## src/rtl/spm_pkg.sv

```systemverilog
/*
 Constants for the status pin routing and memory commit register slice.
 Assumes the serial port decoder delivers one 16-bit register access per strobe on mclk.
*/
// How it works
// - Bits 11-8 pick status pin zero source
// - Bits 7-4 pick pin four, reset 5h
// - Bits 3-0 pick pin one, reset 3h
// - Bypass bit skips checksum after reset load
// - Power-on load with page chosen checks anyway
// - Bit 14 starts checksum recompute, self-clears
// - Bit 13 loads chosen page into registers
// - Bit 12 stores registers into chosen page
// - Bit 11 picks page for both commits
// - Power register channel bits, reset 54h
// - Channel bit one powers channel down
package spm_pkg;
	// ----------------------------------------
	// Register map and widths.
	// ----------------------------------------
	localparam int DATA_W = 16; // Register data width.
	localparam int ADDR_W = 8; // Register address width.
	localparam logic [7:0] ADDR_PIN_SEL = 8'h02; // Status pin source select register.
	localparam logic [7:0] ADDR_COMMIT = 8'h03; // Memory commit control register.
	localparam logic [7:0] ADDR_POWER = 8'h04; // Channel power-down register.
	localparam logic [15:0] PIN_SEL_RESET = 16'h0053; // Pin zero 0h, pin four 5h, pin one 3h.
	localparam logic [15:0] COMMIT_RESET = 16'h0000; // All commit bits idle.
	localparam logic [15:0] POWER_RESET = 16'h0054; // Reserved bits 6, 4 and 2 set.
	localparam logic [15:0] COMMIT_STORE_MASK = 16'h8FFF; // Bits held as plain storage.
	localparam logic [15:0] ZERO_WORD = 16'h0000; // Answer for unmapped reads.
	// ----------------------------------------
	// Field positions.
	// ----------------------------------------
	localparam int SEL_W = 4; // Width of one source selector.
	localparam int PIN0_LSB = 8; // Pin zero selector low bit.
	localparam int PIN4_LSB = 4; // Pin four selector low bit.
	localparam int PIN1_LSB = 0; // Pin one selector low bit.
	localparam int BIT_DISABLE_CRC = 15; // Checksum bypass.
	localparam int BIT_UPDATE_CRC = 14; // Checksum recompute command.
	localparam int BIT_MEM_TO_REG = 13; // Page to register command.
	localparam int BIT_REG_TO_MEM = 12; // Register to page command.
	localparam int BIT_COMMIT_PAGE = 11; // Page for commits.
	localparam int BIT_RSVD_SC_HI = 2; // Self-clearing reserved pair, high bit.
	localparam int BIT_RSVD_SC_LO = 1; // Self-clearing reserved pair, low bit.
	localparam int BIT_CH1 = 1; // Channel one power-off bit.
	localparam int BIT_CH2 = 3; // Channel two power-off bit.
	localparam int BIT_CH3 = 5; // Channel three power-off bit.
	localparam int BIT_CH4 = 7; // Channel four power-off bit.
	// ----------------------------------------
	// Status source codes; codes above the last one drive low.
	// ----------------------------------------
	localparam int NUM_SOURCES = 15; // Codes 0h to Eh.
	localparam logic [3:0] SRC_LOCK = 4'h0; // Lock indication.
	localparam logic [3:0] SRC_CONFIGURATION_FINISHED = 4'h3; // Configuration done.
	localparam logic [3:0] SRC_MEMORY_BUSY = 4'h5; // Memory busy.
	localparam int SYNC_STAGES = 3; // Flops on every pin input.
	// ----------------------------------------
	// Memory engine operations; the code is also the request priority, low first.
	// ----------------------------------------
	localparam int NUM_OPS = 4; // Number of operation kinds.
	localparam int OP_W = 2; // Operation code width.
	localparam logic [1:0] OP_LOAD_CFG = 2'h0; // Reset or power-on configuration load.
	localparam logic [1:0] OP_MEM_TO_REG = 2'h1; // Page to registers.
	localparam logic [1:0] OP_REG_TO_MEM = 2'h2; // Registers to page.
	localparam logic [1:0] OP_CRC = 2'h3; // Checksum recompute.
	typedef enum {SEQ_IDLE, SEQ_LAUNCH, SEQ_WAIT} spm_seq_state_type; // Sequencer states.
endpackage : spm_pkg

```

## src/rtl/spm_pin_router.sv

```systemverilog
/*
 Synchronises the internal status sources and routes one onto each status pin.
 Assumes the sources come from other clock domains; clock sources are only sampled.
*/
`timescale 1ns/1ps
`default_nettype none
module spm_pin_router #(
	parameter int NSRC = spm_pkg::NUM_SOURCES,
	parameter int SW = spm_pkg::SEL_W,
	parameter int NPIN = 3
) (
	input wire logic mclk,
	input wire logic rst_n,
	input wire logic [NSRC-1:0] statusSources,
	input wire logic [NPIN*SW-1:0] pinSel,
	output logic [NPIN-1:0] pinOut
);
	// ----------------------------------------
	// Input synchroniser with agreement filter.
	// ----------------------------------------
	logic [NSRC-1:0] sync1_r; // First stage, read only by the second.
	logic [NSRC-1:0] sync2_r; // Second stage.
	logic [NSRC-1:0] sync3_r; // Third stage.
	logic [NSRC-1:0] filt_r; // Accepted level of each source.

	// A change is accepted only once stages two and three agree.
	always_ff @(posedge mclk)
	begin
		if (!rst_n)
		begin
			sync1_r <= '0;
			sync2_r <= '0;
			sync3_r <= '0;
			filt_r <= '0;
		end
		else
		begin
			sync1_r <= statusSources;
			sync2_r <= sync1_r;
			sync3_r <= sync2_r;
			filt_r <= (~(sync2_r ^ sync3_r) & sync2_r) | ((sync2_r ^ sync3_r) & filt_r);
		end
	end

	// Undefined codes drive low so a stray code never shows a random level.
	function automatic logic pickSource(input logic [NSRC-1:0] v, input logic [SW-1:0] c);
		if (int'(c) < NSRC)
			return v[c];
		return 1'b0;
	endfunction : pickSource

	// ----------------------------------------
	// One registered selector per pin.
	// ----------------------------------------
	for (genvar g = 0; g < NPIN; g++)
	begin : gPin
		logic pinQ_r; // Registered pin level.
		// Each pin has its own decode and one register, which keeps all pins equally delayed.
		always_ff @(posedge mclk)
		begin
			if (!rst_n)
				pinQ_r <= 1'b0;
			else
				pinQ_r <= pickSource(filt_r, pinSel[g*SW +: SW]);
		end
		assign pinOut[g] = pinQ_r;
	end
endmodule : spm_pin_router
`default_nettype wire

```

## src/rtl/spm_mem_sequencer.sv

```systemverilog
/*
 Issues one memory engine operation at a time, by fixed priority, and reports acceptance.
 Assumes the engine raises its busy level within one cycle after seeing the start pulse.
*/
`timescale 1ns/1ps
`default_nettype none
module spm_mem_sequencer #(
	parameter int NREQ = spm_pkg::NUM_OPS,
	parameter int OW = spm_pkg::OP_W
) (
	input wire logic mclk,
	input wire logic rst_n,
	input wire logic [NREQ-1:0] req,
	input wire logic [NREQ-1:0] reqPage,
	input wire logic [NREQ-1:0] reqSkip,
	input wire logic memBusy,
	output logic [NREQ-1:0] grant,
	output logic memStart,
	output logic [OW-1:0] memOp,
	output logic memPage,
	output logic memSkipCrc,
	output logic seqIdle
);
	spm_pkg::spm_seq_state_type state_r; // Launch state.

	// Lowest set index wins.
	function automatic logic [OW-1:0] firstIndex(input logic [NREQ-1:0] r);
		logic [OW-1:0] idx;
		idx = '0;
		for (int i = NREQ - 1; i >= 0; i--)
			if (r[i])
				idx = OW'(i);
		return idx;
	endfunction : firstIndex

	assign seqIdle = (state_r == spm_pkg::SEQ_IDLE);

	// ----------------------------------------
	// Launch control; the LAUNCH cycle covers the engine's busy latency.
	// ----------------------------------------
	always_ff @(posedge mclk)
	begin
		if (!rst_n)
		begin
			state_r <= spm_pkg::SEQ_IDLE;
			grant <= '0;
			memStart <= 1'b0;
			memOp <= '0;
			memPage <= 1'b0;
			memSkipCrc <= 1'b0;
		end
		else
		begin
			grant <= '0;
			memStart <= 1'b0;
			case (state_r)
				spm_pkg::SEQ_IDLE:
				begin
					// Never start while the engine is still busy from elsewhere.
					if ((|req) && !memBusy)
					begin
						grant <= {{(NREQ-1){1'b0}}, 1'b1} << firstIndex(req);
						memStart <= 1'b1;
						memOp <= firstIndex(req);
						memPage <= reqPage[firstIndex(req)];
						memSkipCrc <= reqSkip[firstIndex(req)];
						state_r <= spm_pkg::SEQ_LAUNCH;
					end
				end
				spm_pkg::SEQ_LAUNCH:
					state_r <= spm_pkg::SEQ_WAIT;
				spm_pkg::SEQ_WAIT:
				begin
					if (!memBusy)
						state_r <= spm_pkg::SEQ_IDLE;
				end
				default:
					state_r <= spm_pkg::SEQ_IDLE;
			endcase
		end
	end
endmodule : spm_mem_sequencer
`default_nettype wire

```

## src/rtl/spm_regs_top.sv

```systemverilog
/*
 Status pin source select, memory commit control and channel power-down registers.
 Assumes a serial port decoder on mclk presents single-cycle read and write strobes,
 and a memory engine on mclk that answers start pulses with a busy level.
*/
`timescale 1ns/1ps
`default_nettype none
module spm_regs_top (
	input wire logic mclk,
	input wire logic rst_n,
	input wire logic regWrEn,
	input wire logic regRdEn,
	input wire logic [spm_pkg::ADDR_W-1:0] regAddr,
	input wire logic [spm_pkg::DATA_W-1:0] regWrData,
	output logic [spm_pkg::DATA_W-1:0] regRdData,
	input wire logic [spm_pkg::NUM_SOURCES-1:0] statusSources,
	input wire logic externalPageSelectPin,
	input wire logic resetLoadReq,
	input wire logic porLoadReq,
	input wire logic pageChosen,
	input wire logic memBusy,
	output logic memStart,
	output logic [spm_pkg::OP_W-1:0] memOp,
	output logic memPage,
	output logic memSkipCrc,
	output logic statusPinZero,
	output logic statusPinOne,
	output logic statusPinFour,
	output logic channel1PowerOff,
	output logic channel2PowerOff,
	output logic channel3PowerOff,
	output logic channel4PowerOff
);
	// ----------------------------------------
	// Storage and decode.
	// ----------------------------------------
	logic [15:0] pinSel_r; // Status pin source selectors.
	logic [15:0] commitStore_r; // Plain bits of the commit register, command bits held apart.
	logic [15:0] powerReg_r; // Channel power-down register.
	logic crcPend_r; // Checksum recompute waiting for the engine.
	logic m2rPend_r; // Page to register waiting.
	logic r2mPend_r; // Register to page waiting.
	logic loadPend_r; // Configuration load waiting.
	logic loadSkip_r; // Checksum bypass decided for the waiting load.
	logic [2:0] pageSync_r; // Page pin synchroniser; stage 0 feeds stage 1 only.
	logic pagePin_r; // Accepted page pin level.
	logic [15:0] rdData_r; // Registered read answer.
	logic wrPinSel; // Write to the selector register.
	logic wrCommit; // Write to the commit register.
	logic wrPower; // Write to the power register.
	logic [3:0] reqVec; // Pending operations in priority order.
	logic [3:0] reqPage; // Page for each operation.
	logic [3:0] reqSkip; // Bypass for each operation.
	logic [3:0] grant; // One-cycle acceptance from the sequencer.
	logic seqIdle; // Sequencer free to launch.
	logic [2:0] pinOut; // Routed pins: zero, one, four.

	assign wrPinSel = regWrEn && (regAddr == spm_pkg::ADDR_PIN_SEL);
	assign wrCommit = regWrEn && (regAddr == spm_pkg::ADDR_COMMIT);
	assign wrPower = regWrEn && (regAddr == spm_pkg::ADDR_POWER);

	// ----------------------------------------
	// Selector and power registers.
	// ----------------------------------------
	// Reserved bits are kept as written so read-back matches what software stored.
	always_ff @(posedge mclk)
	begin
		if (!rst_n)
			pinSel_r <= spm_pkg::PIN_SEL_RESET;
		else if (wrPinSel)
			pinSel_r <= regWrData;
	end

	// The channel outputs come straight from these flops.
	always_ff @(posedge mclk)
	begin
		if (!rst_n)
			powerReg_r <= spm_pkg::POWER_RESET;
		else if (wrPower)
			powerReg_r <= regWrData;
	end

	assign channel1PowerOff = powerReg_r[spm_pkg::BIT_CH1];
	assign channel2PowerOff = powerReg_r[spm_pkg::BIT_CH2];
	assign channel3PowerOff = powerReg_r[spm_pkg::BIT_CH3];
	assign channel4PowerOff = powerReg_r[spm_pkg::BIT_CH4];

	// ----------------------------------------
	// Commit register plain bits.
	// ----------------------------------------
	// Reserved bits 2-1 self-clear one cycle after a write; the others simply store.
	always_ff @(posedge mclk)
	begin
		if (!rst_n)
			commitStore_r <= spm_pkg::COMMIT_RESET;
		else if (wrCommit)
			commitStore_r <= regWrData & spm_pkg::COMMIT_STORE_MASK;
		else
		begin
			commitStore_r[spm_pkg::BIT_RSVD_SC_HI] <= 1'b0;
			commitStore_r[spm_pkg::BIT_RSVD_SC_LO] <= 1'b0;
		end
	end

	// ----------------------------------------
	// Command bits; a new write wins over the acceptance in the same cycle.
	// ----------------------------------------
	always_ff @(posedge mclk)
	begin
		if (!rst_n)
			crcPend_r <= 1'b0;
		else if (wrCommit && regWrData[spm_pkg::BIT_UPDATE_CRC])
			crcPend_r <= 1'b1;
		else if (grant[spm_pkg::OP_CRC])
			crcPend_r <= 1'b0;
	end

	always_ff @(posedge mclk)
	begin
		if (!rst_n)
			m2rPend_r <= 1'b0;
		else if (wrCommit && regWrData[spm_pkg::BIT_MEM_TO_REG])
			m2rPend_r <= 1'b1;
		else if (grant[spm_pkg::OP_MEM_TO_REG])
			m2rPend_r <= 1'b0;
	end

	always_ff @(posedge mclk)
	begin
		if (!rst_n)
			r2mPend_r <= 1'b0;
		else if (wrCommit && regWrData[spm_pkg::BIT_REG_TO_MEM])
			r2mPend_r <= 1'b1;
		else if (grant[spm_pkg::OP_REG_TO_MEM])
			r2mPend_r <= 1'b0;
	end

	// ----------------------------------------
	// Configuration load after a reset event.
	// ----------------------------------------
	// A power-on load still checks the memory when a page is chosen; a later reset
	// follows the bypass bit alone. Power-on wins when both arrive together.
	always_ff @(posedge mclk)
	begin
		if (!rst_n)
		begin
			loadPend_r <= 1'b0;
			loadSkip_r <= 1'b0;
		end
		else if (porLoadReq)
		begin
			loadPend_r <= 1'b1;
			loadSkip_r <= commitStore_r[spm_pkg::BIT_DISABLE_CRC] && !pageChosen;
		end
		else if (resetLoadReq)
		begin
			loadPend_r <= 1'b1;
			loadSkip_r <= commitStore_r[spm_pkg::BIT_DISABLE_CRC];
		end
		else if (grant[spm_pkg::OP_LOAD_CFG])
			loadPend_r <= 1'b0;
	end

	// The page pin is a board strap; it is filtered like every other pin input.
	always_ff @(posedge mclk)
	begin
		if (!rst_n)
		begin
			pageSync_r <= '0;
			pagePin_r <= 1'b0;
		end
		else
		begin
			pageSync_r <= {pageSync_r[1:0], externalPageSelectPin};
			if (pageSync_r[1] == pageSync_r[2])
				pagePin_r <= pageSync_r[2];
		end
	end

	// ----------------------------------------
	// Engine requests.
	// ----------------------------------------
	assign reqVec = {crcPend_r, r2mPend_r, m2rPend_r, loadPend_r};
	assign reqPage = {commitStore_r[spm_pkg::BIT_COMMIT_PAGE], commitStore_r[spm_pkg::BIT_COMMIT_PAGE],
		commitStore_r[spm_pkg::BIT_COMMIT_PAGE], pagePin_r};
	assign reqSkip = {3'h0, loadSkip_r};

	spm_mem_sequencer #(
		.NREQ(spm_pkg::NUM_OPS),
		.OW(spm_pkg::OP_W)
	) uSeq (
		.mclk(mclk),
		.rst_n(rst_n),
		.req(reqVec),
		.reqPage(reqPage),
		.reqSkip(reqSkip),
		.memBusy(memBusy),
		.grant(grant),
		.memStart(memStart),
		.memOp(memOp),
		.memPage(memPage),
		.memSkipCrc(memSkipCrc),
		.seqIdle(seqIdle)
	);

	// ----------------------------------------
	// Status pin routing.
	// ----------------------------------------
	spm_pin_router #(
		.NSRC(spm_pkg::NUM_SOURCES),
		.SW(spm_pkg::SEL_W),
		.NPIN(3)
	) uRouter (
		.mclk(mclk),
		.rst_n(rst_n),
		.statusSources(statusSources),
		.pinSel({pinSel_r[spm_pkg::PIN4_LSB +: spm_pkg::SEL_W], pinSel_r[spm_pkg::PIN1_LSB +: spm_pkg::SEL_W],
			pinSel_r[spm_pkg::PIN0_LSB +: spm_pkg::SEL_W]}),
		.pinOut(pinOut)
	);

	assign statusPinZero = pinOut[0];
	assign statusPinOne = pinOut[1];
	assign statusPinFour = pinOut[2];

	// ----------------------------------------
	// Read path.
	// ----------------------------------------
	// Command bits read as their pending state, so they fall to zero on acceptance.
	always_ff @(posedge mclk)
	begin
		if (!rst_n)
			rdData_r <= spm_pkg::ZERO_WORD;
		else if (regRdEn)
		begin
			case (regAddr)
				spm_pkg::ADDR_PIN_SEL:
					rdData_r <= pinSel_r;
				spm_pkg::ADDR_COMMIT:
				begin
					rdData_r <= commitStore_r;
					rdData_r[spm_pkg::BIT_UPDATE_CRC] <= crcPend_r;
					rdData_r[spm_pkg::BIT_MEM_TO_REG] <= m2rPend_r;
					rdData_r[spm_pkg::BIT_REG_TO_MEM] <= r2mPend_r;
				end
				spm_pkg::ADDR_POWER:
					rdData_r <= powerReg_r;
				default:
					rdData_r <= spm_pkg::ZERO_WORD;
			endcase
		end
	end

	assign regRdData = rdData_r;

	// ----------------------------------------
	// Checks.
	// ----------------------------------------
	a_pin0_reset_code: assert property (@(posedge mclk) $rose(rst_n) |-> pinSel_r[11:8] == 4'h0)
		else $error("pin zero selector reset code wrong");
	a_pin4_reset_code: assert property (@(posedge mclk) $rose(rst_n) |-> pinSel_r[7:4] == 4'h5)
		else $error("pin four selector reset code wrong");
	a_pin1_reset_code: assert property (@(posedge mclk) $rose(rst_n) |-> pinSel_r[3:0] == 4'h3)
		else $error("pin one selector reset code wrong");
	a_power_reset_value: assert property (@(posedge mclk) $rose(rst_n) |-> powerReg_r == 16'h0054)
		else $error("power register reset value wrong");
	a_channel_write_follow: assert property (@(posedge mclk) disable iff (!rst_n)
		wrPower |=> channel1PowerOff == $past(regWrData[1]) && channel4PowerOff == $past(regWrData[7]))
		else $error("channel power bits did not follow write");
	a_skip_after_reset: assert property (@(posedge mclk) disable iff (!rst_n)
		resetLoadReq && !porLoadReq && commitStore_r[15] |=> loadSkip_r && loadPend_r)
		else $error("reset load did not bypass checksum");
	a_por_checks_page: assert property (@(posedge mclk) disable iff (!rst_n)
		porLoadReq && pageChosen |=> !loadSkip_r && loadPend_r)
		else $error("power-on load skipped checksum with page chosen");
	a_crc_launch: assert property (@(posedge mclk) disable iff (!rst_n)
		seqIdle && !memBusy && crcPend_r && !loadPend_r && !m2rPend_r && !r2mPend_r
		|=> memStart && memOp == 2'h3)
		else $error("checksum recompute not launched");
	a_load_page_launch: assert property (@(posedge mclk) disable iff (!rst_n)
		seqIdle && !memBusy && m2rPend_r && !loadPend_r |=> memStart && memOp == 2'h1)
		else $error("page to register not launched");
	a_store_page_launch: assert property (@(posedge mclk) disable iff (!rst_n)
		seqIdle && !memBusy && r2mPend_r && !loadPend_r && !m2rPend_r |=> memStart && memOp == 2'h2)
		else $error("register to page not launched");
	a_commit_page_used: assert property (@(posedge mclk) disable iff (!rst_n)
		memStart && memOp != 2'h0 |-> memPage == $past(commitStore_r[11]))
		else $error("commit used wrong page");
	a_boot_page_pin: assert property (@(posedge mclk) disable iff (!rst_n)
		memStart && memOp == 2'h0 |-> memPage == $past(pagePin_r))
		else $error("configuration load used wrong page");
	a_cmd_reads_clear: assert property (@(posedge mclk) disable iff (!rst_n)
		memStart && memOp == 2'h3 && !(wrCommit && regWrData[14])
		|=> !crcPend_r ##1 (!crcPend_r || $past(wrCommit && regWrData[14])))
		else $error("accepted command still pending");
endmodule : spm_regs_top
`default_nettype wire

```

## config.mk

```make
export PLATFORM = sky130hd
export DESIGN_NAME = spm_regs_top
export DESIGN_NICKNAME = d
export VERILOG_FILES = /design/src/rtl/spm_pkg.sv /design/src/rtl/spm_pin_router.sv /design/src/rtl/spm_mem_sequencer.sv /design/src/rtl/spm_regs_top.sv
export SDC_FILE = /design/constraint.sdc
export NUM_CORES = 1
export LEC_CHECK = 0
export ABC_AREA = 1
export BUFFER_PORTS_ARGS = -buffer_cell sky130_fd_sc_hd__buf_2
export CORE_ASPECT_RATIO = 1.5
export CORE_MARGIN = 2
export CORE_UTILIZATION = 28
export CTS_CLUSTER_DIAMETER = 60
export CTS_CLUSTER_SIZE = 14
export DETAILED_ROUTE_END_ITERATION = 10
export GPL_TIMING_DRIVEN = 0
export PLACE_DENSITY = 0.56
export SYNTH_ARGS = -nofsm -noshare
export SYNTH_HDL_FRONTEND = slang
export SYNTH_HIERARCHICAL = 1
export SYNTH_SLANG_ARGS = --single-unit
```

## constraint.sdc

```tcl
create_clock -name mclk -period 1.6 [get_ports mclk]
set_clock_uncertainty 0.1 [all_clocks]
set_input_delay 0.32 -clock mclk [delete_from_list [all_inputs] [get_ports mclk]]
set_output_delay 0.32 -clock mclk [all_outputs]
set_load 0.02 [all_outputs]
```

Yosys cells after proc, flatten, opt, wreduce, memory -nomap -nowiden
Cells that the tools add are included.
{ "totals": {"wordCells": 113, "in_bits": 48, "regBits": 174, "out_inout_bits": 28} }
{ "op_classes": {"n_reduce_logical": 25, "bitwise": 5, "eq_ne": 8, "shifts": 1, "magnitude_cmp": 7, "muxes": 42} }
{ "op_table": {"columns": ["operator", "n"], "rows": [
  ["$pmux W32 S3", 1],
  ["$mux W32", 2],
  ["$pmux W16 S3", 1],
  ["$eq A32 B1 Y1 const B", 1],
  ["$eq A32 B2 Y1 const B", 1],
  ["$logic_not A32 Y1", 1],
  ["$and A15 B15 Y15", 2],
  ["$mux W1", 26],
  ["$eq A8 B2 Y1 const B", 2],
  ["$lt A4 B5 Y1 const B", 3],
  ["$not A15 Y15", 1],
  ["$or A15 B15 Y15", 1],
  ["$xor A15 B15 Y15", 1],
  ["$mux W2", 7],
  ["$reduce_and A2 Y1", 7],
  ["$bmux W1 S4", 3],
  ["$lt A4 B4 Y1 const B", 3],
  ["$eq A8 B3 Y1 const B", 1],
  ["$logic_and A1 B1 Y1", 8],
  ["$reduce_bool A2 Y1", 4],
  ["$bmux W1 S2", 2],
  ["$reduce_or A4 Y1", 1],
  ["$shl A1 B2 Y4 const A", 1],
  ["$lt A2 B3 Y1 const B", 1],
  ["other kinds (6)", 7]
]} }

Longest topological paths before layout
Gate-level depths: netlist (run 1).
{ "logic_depth": {"depth_word": 9, "mapped_depth": 10, "mapped_depth_nobuf": 9} }

Modules after synthesis
The synthesis (run 1) kept the hierarchy.
{ "modules_own_cells": {"columns": ["mod", "area_each_um2", "seq_area_each_um2", "n_inst", "cells_per_inst"], "rows": [
  ["spm_regs_top", 3079.2, 1401.3, 1, 387],
  ["spm_pin_router", 2467.4, 1261.2, 1, 343],
  ["spm_mem_sequencer", 505.5, 220.2, 1, 59]
]} }

Least setup slack after synthesis (run 1)
Ideal clock, no wire load.
{ "synth_path": {"path_type": "input port to flip-flop", "from": "in regAddr[3] (netlist name)", "to": "reg powerReg_r[0]", "required_ns": 1.384, "setup_slack_ns": 0.284, "n_path_buf": 1, "setup_time_ns": 0.116, "cell_stages": 7, "arrival_time_ns": 1.100, "path_cell_list": "inv_2 -> nand2_1 -> nor2_4 -> nand3_4 -> buf_2 -> o21ai_0 -> nor2_1"} }
{ "synth_between": {"elab_chain_cells": 2} }
{ "synth_rtl": {"columns": ["item", "line", "rtl"], "rows": [
  ["from (decl)", "spm_regs_top.sv:13", "input wire logic [spm_pkg::ADDR_W-1:0] regAddr,"],
  ["$eq A8 B3 Y1", "spm_regs_top.sv:60", "assign wrPower = regWrEn && (regAddr == spm_pkg::ADDR_POWER);"],
  ["$logic_and A1 B1 Y1", "spm_regs_top.sv:60", null],
  ["to (signal assigned)", "spm_regs_top.sv:78", "powerReg_r <= spm_pkg::POWER_RESET;"],
  ["to (signal assigned)", "spm_regs_top.sv:80", "powerReg_r <= regWrData;"],
  ["to (decl)", "spm_regs_top.sv:39", "logic [15:0] powerReg_r;"]
]} }
Every way passes these cells.
A chain may end at the register's enable or synchronous reset.

Worst setup path after layout (run 1)
{ "layout_path": {"from": "reg powerReg_r[1]", "to": "out channel1PowerOff"} }
{ "layout_rtl": {"columns": ["item", "line", "rtl"], "rows": [
  ["to (decl)", "spm_regs_top.sv:29", "output logic channel1PowerOff,"]
]} }
No word-level cell between the ends.

==> out/metrics.csv, run 1 <==
metric,value,unit
ant diodes,0,
Slew headroom,56.5,%
layout cells sized above 1,21.1,%
clk_lat worst skew,0.42,ns
Yosys cell types,37,
clk slew on worst S/H paths,0.05,ns
Nets,950,
Slew Limit Fails,0,
final worst-path cycle share,88.1,%
critical path type,register to primary output,
CP bufs+invs,1,
register area share after synthesis,47.6,%
"flops & latches, synth",144,
Tot GR Track Use,14.9,%
Leak,3.49,nW
initial antenna violation count,0,
setup TNS,0,ns
post-layout util,35.3,%
Post-CTS Setup Inserts,0,
starting density of the core,28.6,%
vias in the first global route,5299,
Synthesis Warnings,6,
Worst path max stage delay,0.38,ns
register area,2880,um2
element type at the critical path start,register,
first-pass GRT wire length,26100,um
wire per inst,13.4,um
min Tclk post-route,1.41,ns
WP data required,1.18,ns
critical path arrival,0.99,ns
final routed DRC violation total,0,
FP Rows,65,
GPL Wtd Cong,0.831,
min-delay worst type,input pin to register,
CTS Buf Count,17,
"delay-heaviest family, CP",flip-flops,
pin count of the biggest net entering global routing,17,
DRT antenna net count,0,
CTS tree,built,
clk sinks,144,
status,finished clean,
final cell count without fillers,1181,
Multi-input gate area,2520,um2
worst-margin pin slew,0.653,ns
final setup violation count,0,
number of fill cells in the layout,2265,
Cell Pwr Density,1030,nW/um2
synthesized area per cell,7.67,um2
CTS max path bufs,2,
gr ovfl total,0,
slowest CP cell,dfxtp_1,
core box area,21100,um2
drt initial violations,233,
Routed WL,15800,um
via count,5278,
Final Hold Fails,0,
crit end category,primary output,
I/O pin cnt,76,
placed insts,1133,
input/output buffers,74,
Fmax,709,MHz
drt first pass iters,4,
RSZ-0062 raised after global routing,no,
instance count of the mapped netlist,789,
cells along the critical path,buf_2,
peak supply drop,0.571,mV
Die Wd,124,um
Clock Tree Root,clkbuf_16,
Post-Syn Area,6050,um2
Die Height,184,um
Area Overhead vs Synth,23.5,%
vias per cell,4.47,
H-tree levels,4,
maxcap violations,0,
DPL Wire Length,11700,um
crit-path max FO,3,
die area,22800,um2
==> through the flow <==
step / setup slack (ns) / power (mW) / hold WS [ns] / area, um2
floorplan: 0.284 / 3.97 / 0.290 / 6060
CTS: 0.164 / 7.79 / 0.0237 / 7470
detailed placement: -0.138 / 4.13 / 0.298 / 6770
finish: 0.190 / 7.69 / 0.0440 / 7470
global route: 0.0774 / 7.97 / 0.0386 / 7470
global placement: -0.134 / 4.12 / 0.297 / 6770
==> power by group <==
group,internal [mW],total (mW),switching [mW]
clock,2.18,3.62,1.44
combinational,0.156,0.398,0.243
sequential,3.65,3.68,0.0299
total,5.98,7.69,1.71
==> layout by cell type, fill, tap and decap left out, types with 2 or more instances in the layout <==
master         instances
nand2_1              166
dfxtp_1              144
nor2_1                99
nand3_1               97
inv_1                 89
buf_2                 86
o21ai_0               35
a21oi_1               25
dlygate4sd3_1         18
clkbuf_16             17
o21ai_1               16
nand3_2               15
a21oi_2               14
clkbuf_1              12
inv_2                 10
nand2_2                8
clkinv_2               8
buf_6                  6
buf_4                  6
o211ai_1               5
nor2_8                 4
nand3_4                3
o31ai_1                3
conb_1                 3
nand2_4                2
nor2_4                 2
buf_8                  2
nor3_1                 2
clkbuf_8               2
a41oi_1                2
nor2_2                 2
==> cell families (layout without fill, tap and decap cells) <==
group           count (synthesis)  after routing  synth area share [%]
other cells                     1              3                0.0620
simple gates                  402            402                  31.5
flops                         144            144                  47.6
compound gates                103            103                  10.0
buf+inv                       139            261                  10.8
==> routing by layer <==
metal	wire length [um]	global-route usage, %
met4	597	7.37
met1	6300	16.0
met5	0	0
met3	670	4.06
met2	8220	26.4
==> cell usage after synthesis, drive strengths merged <==
master / count / area share [%]
nand3: 115 / 11
dfxtp: 144 / 48
a21oi: 39 / 4.1
nor2: 107 / 8.0
a41oi: 2 / 0.29
o21a: 1 / 0.12
inv: 101 / 6.4
nor3: 3 / 0.43
clkinv: 1 / 0.083
conb: 1 / 0.062
nand2: 176 / 11
o211ai: 5 / 0.62
o31ai: 3 / 0.37
o32ai: 1 / 0.14
clkbuf: 10 / 0.64
nand3b: 1 / 0.12
buf: 27 / 3.7
a2111oi: 1 / 0.14
o21ai: 51 / 4.2
==> path summary, 6_finish.rpt <==
| kind | from | end | slack (ns) | cells past startpoint |
|---|---|---|---|---|
| max reg2reg | pinSel_r[1] | uRouter/gPin[1].pinQ_r | 0.24 | 7 |
| min | regWrData[4] | powerReg_r[4] | 0.04 | 3 |
| max | powerReg_r[1] | channel1PowerOff | 0.19 | 1 |
| min reg2reg | uRouter/sync1_r[8] | uRouter/sync2_r[8] | 0.31 | 2 |
==> final cells by class <==
cell class	instances	area share, %
Tap cell	268	4.49
Timing Repair Buffer	92	7.37
Clock buffer	22	6.21
Multi-Input combinational cell	508	33.7
Clock inverter	8	0.870
Inverter	102	5.27
Sequential cell	144	38.6
Buffer	37	3.50
==> timing repair <==
action	in CTS	in global routing
endpoints found under the hold margin	17	0
hold buffers	18	0
resized for setup	0	0
Power figures use the tool's default switching activity.
==> run 2, diff against run 1 <==
--- a/config.mk
+++ b/config.mk
@@ -15,6 +15,7 @@
 export DETAILED_ROUTE_END_ITERATION = 10
 export GPL_TIMING_DRIVEN = 0
 export PLACE_DENSITY = 0.56
+export REMOVE_ABC_BUFFERS = 1
 export SYNTH_ARGS = -nofsm -noshare
 export SYNTH_HDL_FRONTEND = slang
 export SYNTH_HIERARCHICAL = 1
==> out/metrics.csv, run 2 (synthesized netlist as in run 1, its figures left out) <==
metric,value,unit,change
Nets,920,,-3.2%
number of fill cells in the layout,2234,,-1.4%
final routed DRC violation total,0,,unchanged
Highest Signal Layer,met5,,
first-pass GRT wire length,23900,um,-8.5%
I/O pin cnt,76,,unchanged
vias per cell,4.37,,-2.2%
crit end category,register,,
die area,22800,um2,unchanged
gr ovfl total,0,,unchanged
critical path type,input pin to register,,
critical path arrival,1.71,ns,+0.72 ns
Die Height,184,um,unchanged
Fmax,677,MHz,-4.6%
R2R cell count,8,,+1
Final Hold Fails,0,,unchanged
Fin Hold WS,0.0294,ns,-0.0146 ns
drt initial violations,255,,+9.4%
Worst Setup EP,crcPend_r,,
worst-margin pin slew,0.760,ns,+0.107 ns
pin count of the biggest net entering global routing,74,,+57
layout cells sized above 1,20.5,%,-0.69 points
final cell count without fillers,1155,,-2.2%
CTS Buf Count,17,,unchanged
"commonest non-fill, non-tap cell in the layout",nand2_1,,
Leak,3.41,nW,-2.5%
Slew headroom,49.2,%,-7.3 points
Final Total Pwr,8.28,mW,+7.6%
DRT met1 WL,6310,um,+0.29%
RSZ-0062 raised after global routing,no,,
clk slew on worst S/H paths,0.06,ns,about the same
most frequent cells in the layout,"166 x nand2_1, 142 x dfxtp_1, 99 x nor2_1",,
crit-path max FO,14,,+11
min-delay worst type,input pin to register,,
setup TNS,0,ns,unchanged
maxcap violations,0,,unchanged
WP data required,1.83,ns,+0.65 ns
via count,5048,,-4.4%
Slew Limit Fails,0,,unchanged
Area Overhead vs Synth,22.7,%,
clk_lat worst skew,0.43,ns,about the same
initial antenna violation count,3,,+3
Multi-input gate area,2550,um2,+1.2%
input/output buffers,75,,+1.4%
GPL Wtd Cong,0.774,,-6.9%
wire per inst,12.7,um,-5.0%
placed cell area,6540,um2,-3.3%
DRT antenna net count,0,,unchanged
DPL Wire Length,9410,um,-20%
reg-to-reg setup timing slack,0.22,ns,-0.02 ns
min Tclk post-route,1.48,ns,+0.0676 ns
core box area,21100,um2,unchanged
reg2reg end,uRouter/gPin[0].pinQ_r,,
element type at the critical path start,input pin,,
starting density of the core,28.6,%,unchanged
status,finished clean,,
final setup violation count,0,,unchanged
clk sinks,144,,unchanged
CTS tree,built,,
register area,2890,um2,about the same
post-route cell area,7430,um2,-0.62%
Clock Tree Root,clkbuf_16,,
routed length on met3,680,um,+1.5%
Cell Pwr Density,1110,nW/um2,+8.3%
H-tree levels,4,,unchanged
Tot GR Track Use,13.7,%,-1.3 points
Met2 Routed Length,7250,um,-12%
vias in the first global route,4713,,-11%
placed insts,1098,,-3.1%
Worst R2R Start,pinSel_r[8],,
CTS max path bufs,2,,unchanged
peak supply drop,0.741,mV,+30%
Die Wd,124,um,unchanged
pre-CTS setup slack,-0.985,ns,-0.847 ns
drt first pass iters,4,,unchanged
FP Rows,65,,unchanged
Routed WL,14700,um,-7.1%
post-layout util,35.1,%,-0.22 points
final worst-path cycle share,92.3,%,+4.2 points
final setup margin,0.122,ns,-0.0676 ns
CP startpoint,regAddr[6],,
[run 2: changes by cell type in the layout (fill, tap and decap cells not counted), moves of 3 or more]
cell,previous run,this run
buf_2,86,74
buf_6,6,0
bufinv_16,1,4
clkbuf_1,12,0
clkinv_2,8,1
clkinv_4,0,8
clkinvlp_4,0,3
inv_6,0,3
[run 2: routing by layer]
metal / vias up / GRT usage (%)
li1: 2674 / -
met1: 2253 / 15.9
met2: 93 / 22.6
met3: 26 / 3.63
met4: 2 / 7.06
met5: - / 0
[run 2: worst max-delay path: stages]
cell and delay, ns:
buf_2 0.09, inv_1 0.05, nand2_2 0.17, nor2_8 0.30, nand3_4 0.27, inv_4 0.26
nand2_1 0.12, o32ai_1 0.11
[run 2: how the worst min path moves through the flow]
stage                            start                  to  slack, ns  cells past startpoint
floorplan                pageSync_r[0]       pageSync_r[1]       0.29                      2
global placement         pageSync_r[0]       pageSync_r[1]       0.29                      2
detailed placement  uRouter/sync1_r[5]  uRouter/sync2_r[5]       0.30                      2
CTS                       regWrData[6]       powerReg_r[6]      0.007                      3
global route              regWrData[6]       powerReg_r[6]       0.02                      3
finish                      porLoadReq          loadSkip_r       0.03                      2
[run 2: cell type report]
cell class              count  area share, %
repair inverters            1          0.101
clock buffers              17           5.73
flip-flops and latches    144           38.8
inverters                 102           5.51
diodes                      2         0.0674
clock inverters            15           2.85
multi-input cells         510           34.3
well taps                 268           4.51
repair buffers             96           8.05
[run 2: where the power goes]
| part | switching, mW | internal (mW) |
|---|---|---|
| clock network | 1.59 | 2.63 |
| registers | 0.0301 | 3.65 |
| logic | 0.238 | 0.145 |
| total | 1.86 | 6.42 |
[run 2: what timing repair did]
action / CTS / global route
gates cloned: 3 / 0
buffers inserted: 3 / 0
gates resized for setup: 4 / 8
pin swaps: 3 / 2
hold endpoints to repair: 17 / 0
hold buffers: 17 / 0
setup endpoints to repair: 60 / 20
==> run 3, diff against run 2 <==
--- a/config.mk
+++ b/config.mk
@@ -7,10 +7,9 @@
 export LEC_CHECK = 0
 export ABC_AREA = 1
 export BUFFER_PORTS_ARGS = -buffer_cell sky130_fd_sc_hd__buf_2
-export CORE_ASPECT_RATIO = 1.5
 export CORE_MARGIN = 2
 export CORE_UTILIZATION = 28
-export CTS_CLUSTER_DIAMETER = 60
+export CTS_CLUSTER_DIAMETER = 120
 export CTS_CLUSTER_SIZE = 14
 export DETAILED_ROUTE_END_ITERATION = 10
 export GPL_TIMING_DRIVEN = 0
==> out/metrics.csv, run 3 (synthesized netlist as in run 1, its figures left out) <==
metric,value,unit,change
status,finished clean,,
Reg power frac,43.8,%,-0.6 points
input/output buffers,75,,unchanged
placed cell area,6550,um2,+0.13%
DRT antenna net count,0,,unchanged
core box area,21100,um2,-0.27%
Final Hold Fails,0,,unchanged
setup TNS,0,ns,unchanged
RSZ-0062 raised after global routing,no,,
final worst-path cycle share,96.3,%,+3.9 points
layout cells sized above 1,20.3,%,-0.11 points
first-pass GRT wire length,24000,um,+0.40%
slowest CP cell,nor2_2,,
gr ovfl total,0,,unchanged
Slew Limit Fails,0,,unchanged
Comb pwr share,4.6,%,about the same
critical path type,input pin to register,,
clk_lat worst skew,0.42,ns,about the same
Slew headroom,34.0,%,-15 points
vias in the first global route,4856,,+3.0%
vias per cell,4.39,,+0.47%
"commonest non-fill, non-tap cell in the layout",nand2_1,,
Die Height,151,um,-18%
switching power total,1.80,mW,-3.2%
Cell Pwr Density,1130,nW/um2,+1.1%
critical path arrival,1.79,ns,+0.08 ns
clk slew on worst S/H paths,0.06,ns,about the same
Clk pwr share,51.7,%,+0.7 points
post-route cell area,7450,um2,+0.32%
I/O pin cnt,76,,unchanged
CTS max path bufs,2,,unchanged
min-delay worst type,input pin to register,,
CTS Buf Count,17,,unchanged
Die Wd,151,um,+22%
starting density of the core,28.7,%,+0.078 points
via count,5107,,+1.2%
worst-margin pin slew,0.990,ns,+0.229 ns
DPL Wire Length,9090,um,-3.4%
Sw Share,21.5,%,-1.0 points
clk sinks,144,,unchanged
Routed WL,14500,um,-1.4%
GPL Wtd Cong,0.764,,-1.3%
Fmax,649,MHz,-4.1%
peak supply drop,0.669,mV,-9.7%
maxcap violations,0,,unchanged
die area,22800,um2,-0.10%
crit end category,register,,
most frequent cells in the layout,"166 x nand2_1, 142 x dfxtp_1, 99 x nor2_1",,
Clock Tree Root,clkbuf_16,,
Internal Power,6.60,mW,+2.8%
element type at the critical path start,input pin,,
final routed DRC violation total,0,,unchanged
drt initial violations,294,,+15%
CTS tree,built,,
Tot GR Track Use,13.5,%,-0.14 points
wire per inst,12.4,um,-2.1%
crit-path max FO,12,,-2
min Tclk post-route,1.54,ns,+0.0632 ns
Critical Path Most Common Cell,nand3_1,,
"delay-heaviest family, CP",simple AND/OR/NAND/NOR gates,,
Nets,921,,+0.11%
Worst path max stage delay,0.71,ns,+0.41 ns
final setup violation count,0,,unchanged
number of fill cells in the layout,2279,,+2.0%
pin count of the biggest net entering global routing,92,,+24%
Area Overhead vs Synth,23.1,%,
initial antenna violation count,2,,-1
Final Total Pwr,8.40,mW,+1.4%
drt first pass iters,5,,+1
FP Rows,53,,-18%
WP data required,1.85,ns,+0.02 ns
cells along the critical path,buf_2 -> inv_1 -> nand2_2 -> nor2_2 -> nand3_1 -> nand3_1 -> nand2_1 -> a21oi_2,,
H-tree levels,4,,unchanged
Leak,3.43,nW,+0.55%
CP bufs+invs,2,,-1
==> run 3: worst paths after layout <==
kind / slack (ns) / endpoint / cells past startpoint / from
worst max-delay path: 0.06 / regRdData[10] / 8 / regAddr[6]
worst min-delay path: 0.03 / loadSkip_r / 2 / porLoadReq
worst min register to register: 0.31 / uRouter/sync2_r[1] / 2 / uRouter/sync1_r[1]
worst max register to register: 0.24 / uRouter/gPin[1].pinQ_r / 7 / pinSel_r[1]
==> run 3: area by class of cell <==
cell class / count / area, um2 / area share, %
Clock inverter: 13 / 210 / 2.82
Antenna cell: 3 / 7.51 / 0.101
Sequential cell: 144 / 2890 / 38.7
Multi-Input combinational cell: 511 / 2560 / 34.3
Tap cell: 275 / 344 / 4.62
Timing Repair Buffer: 97 / 606 / 8.13
Inverter: 102 / 403 / 5.41
Clock buffer: 18 / 439 / 5.89
==> run 3: power groups by stage <==
| stage | Sequential (mW) | Clock [mW] | Combinational, mW |
|---|---|---|---|
| after floorplan | 3.75 | 0 | 0.168 |
| after CTS | 3.68 | 4.46 | 0.384 |
| after global placement | 3.75 | 0 | 0.335 |
| final | 3.68 | 4.34 | 0.383 |
| after detailed placement | 3.76 | 0 | 0.339 |
| after global routing | 3.68 | 4.60 | 0.433 |
==> run 3: per-stage QoR <==
stage                     util, %  setup WS, ns  cells  hold slack (ns)
after floorplan                 -        -0.234    754            0.290
after global placement       30.9         -2.17   1104            0.296
after detailed placement     31.0        -0.978   1105            0.302
after CTS                    35.2        0.0203   1157           0.0101
after global routing         35.3      0.000102   1160           0.0243
final                        35.3        0.0593   1163           0.0336
==> run 3: routing by layer <==
metal,vias up,GRT usage (%),wire [um]
li1,2680,-,-
met1,2315,16.5,6770
met2,94,22.3,6770
met3,18,4.25,678
met4,0,5.23,235
met5,-,0,0
==> run 3: what timing repair did <==
| action | CTS | global route |
|---|---|---|
| gates cloned | 2 | 1 |
| setup buffers | 2 | 2 |
| hold buffers | 17 | 0 |
| pin swaps | 3 | 2 |
| resized for setup | 2 | 6 |
| setup endpoints to repair | 46 | 26 |
| hold endpoints to repair | 17 | 0 |
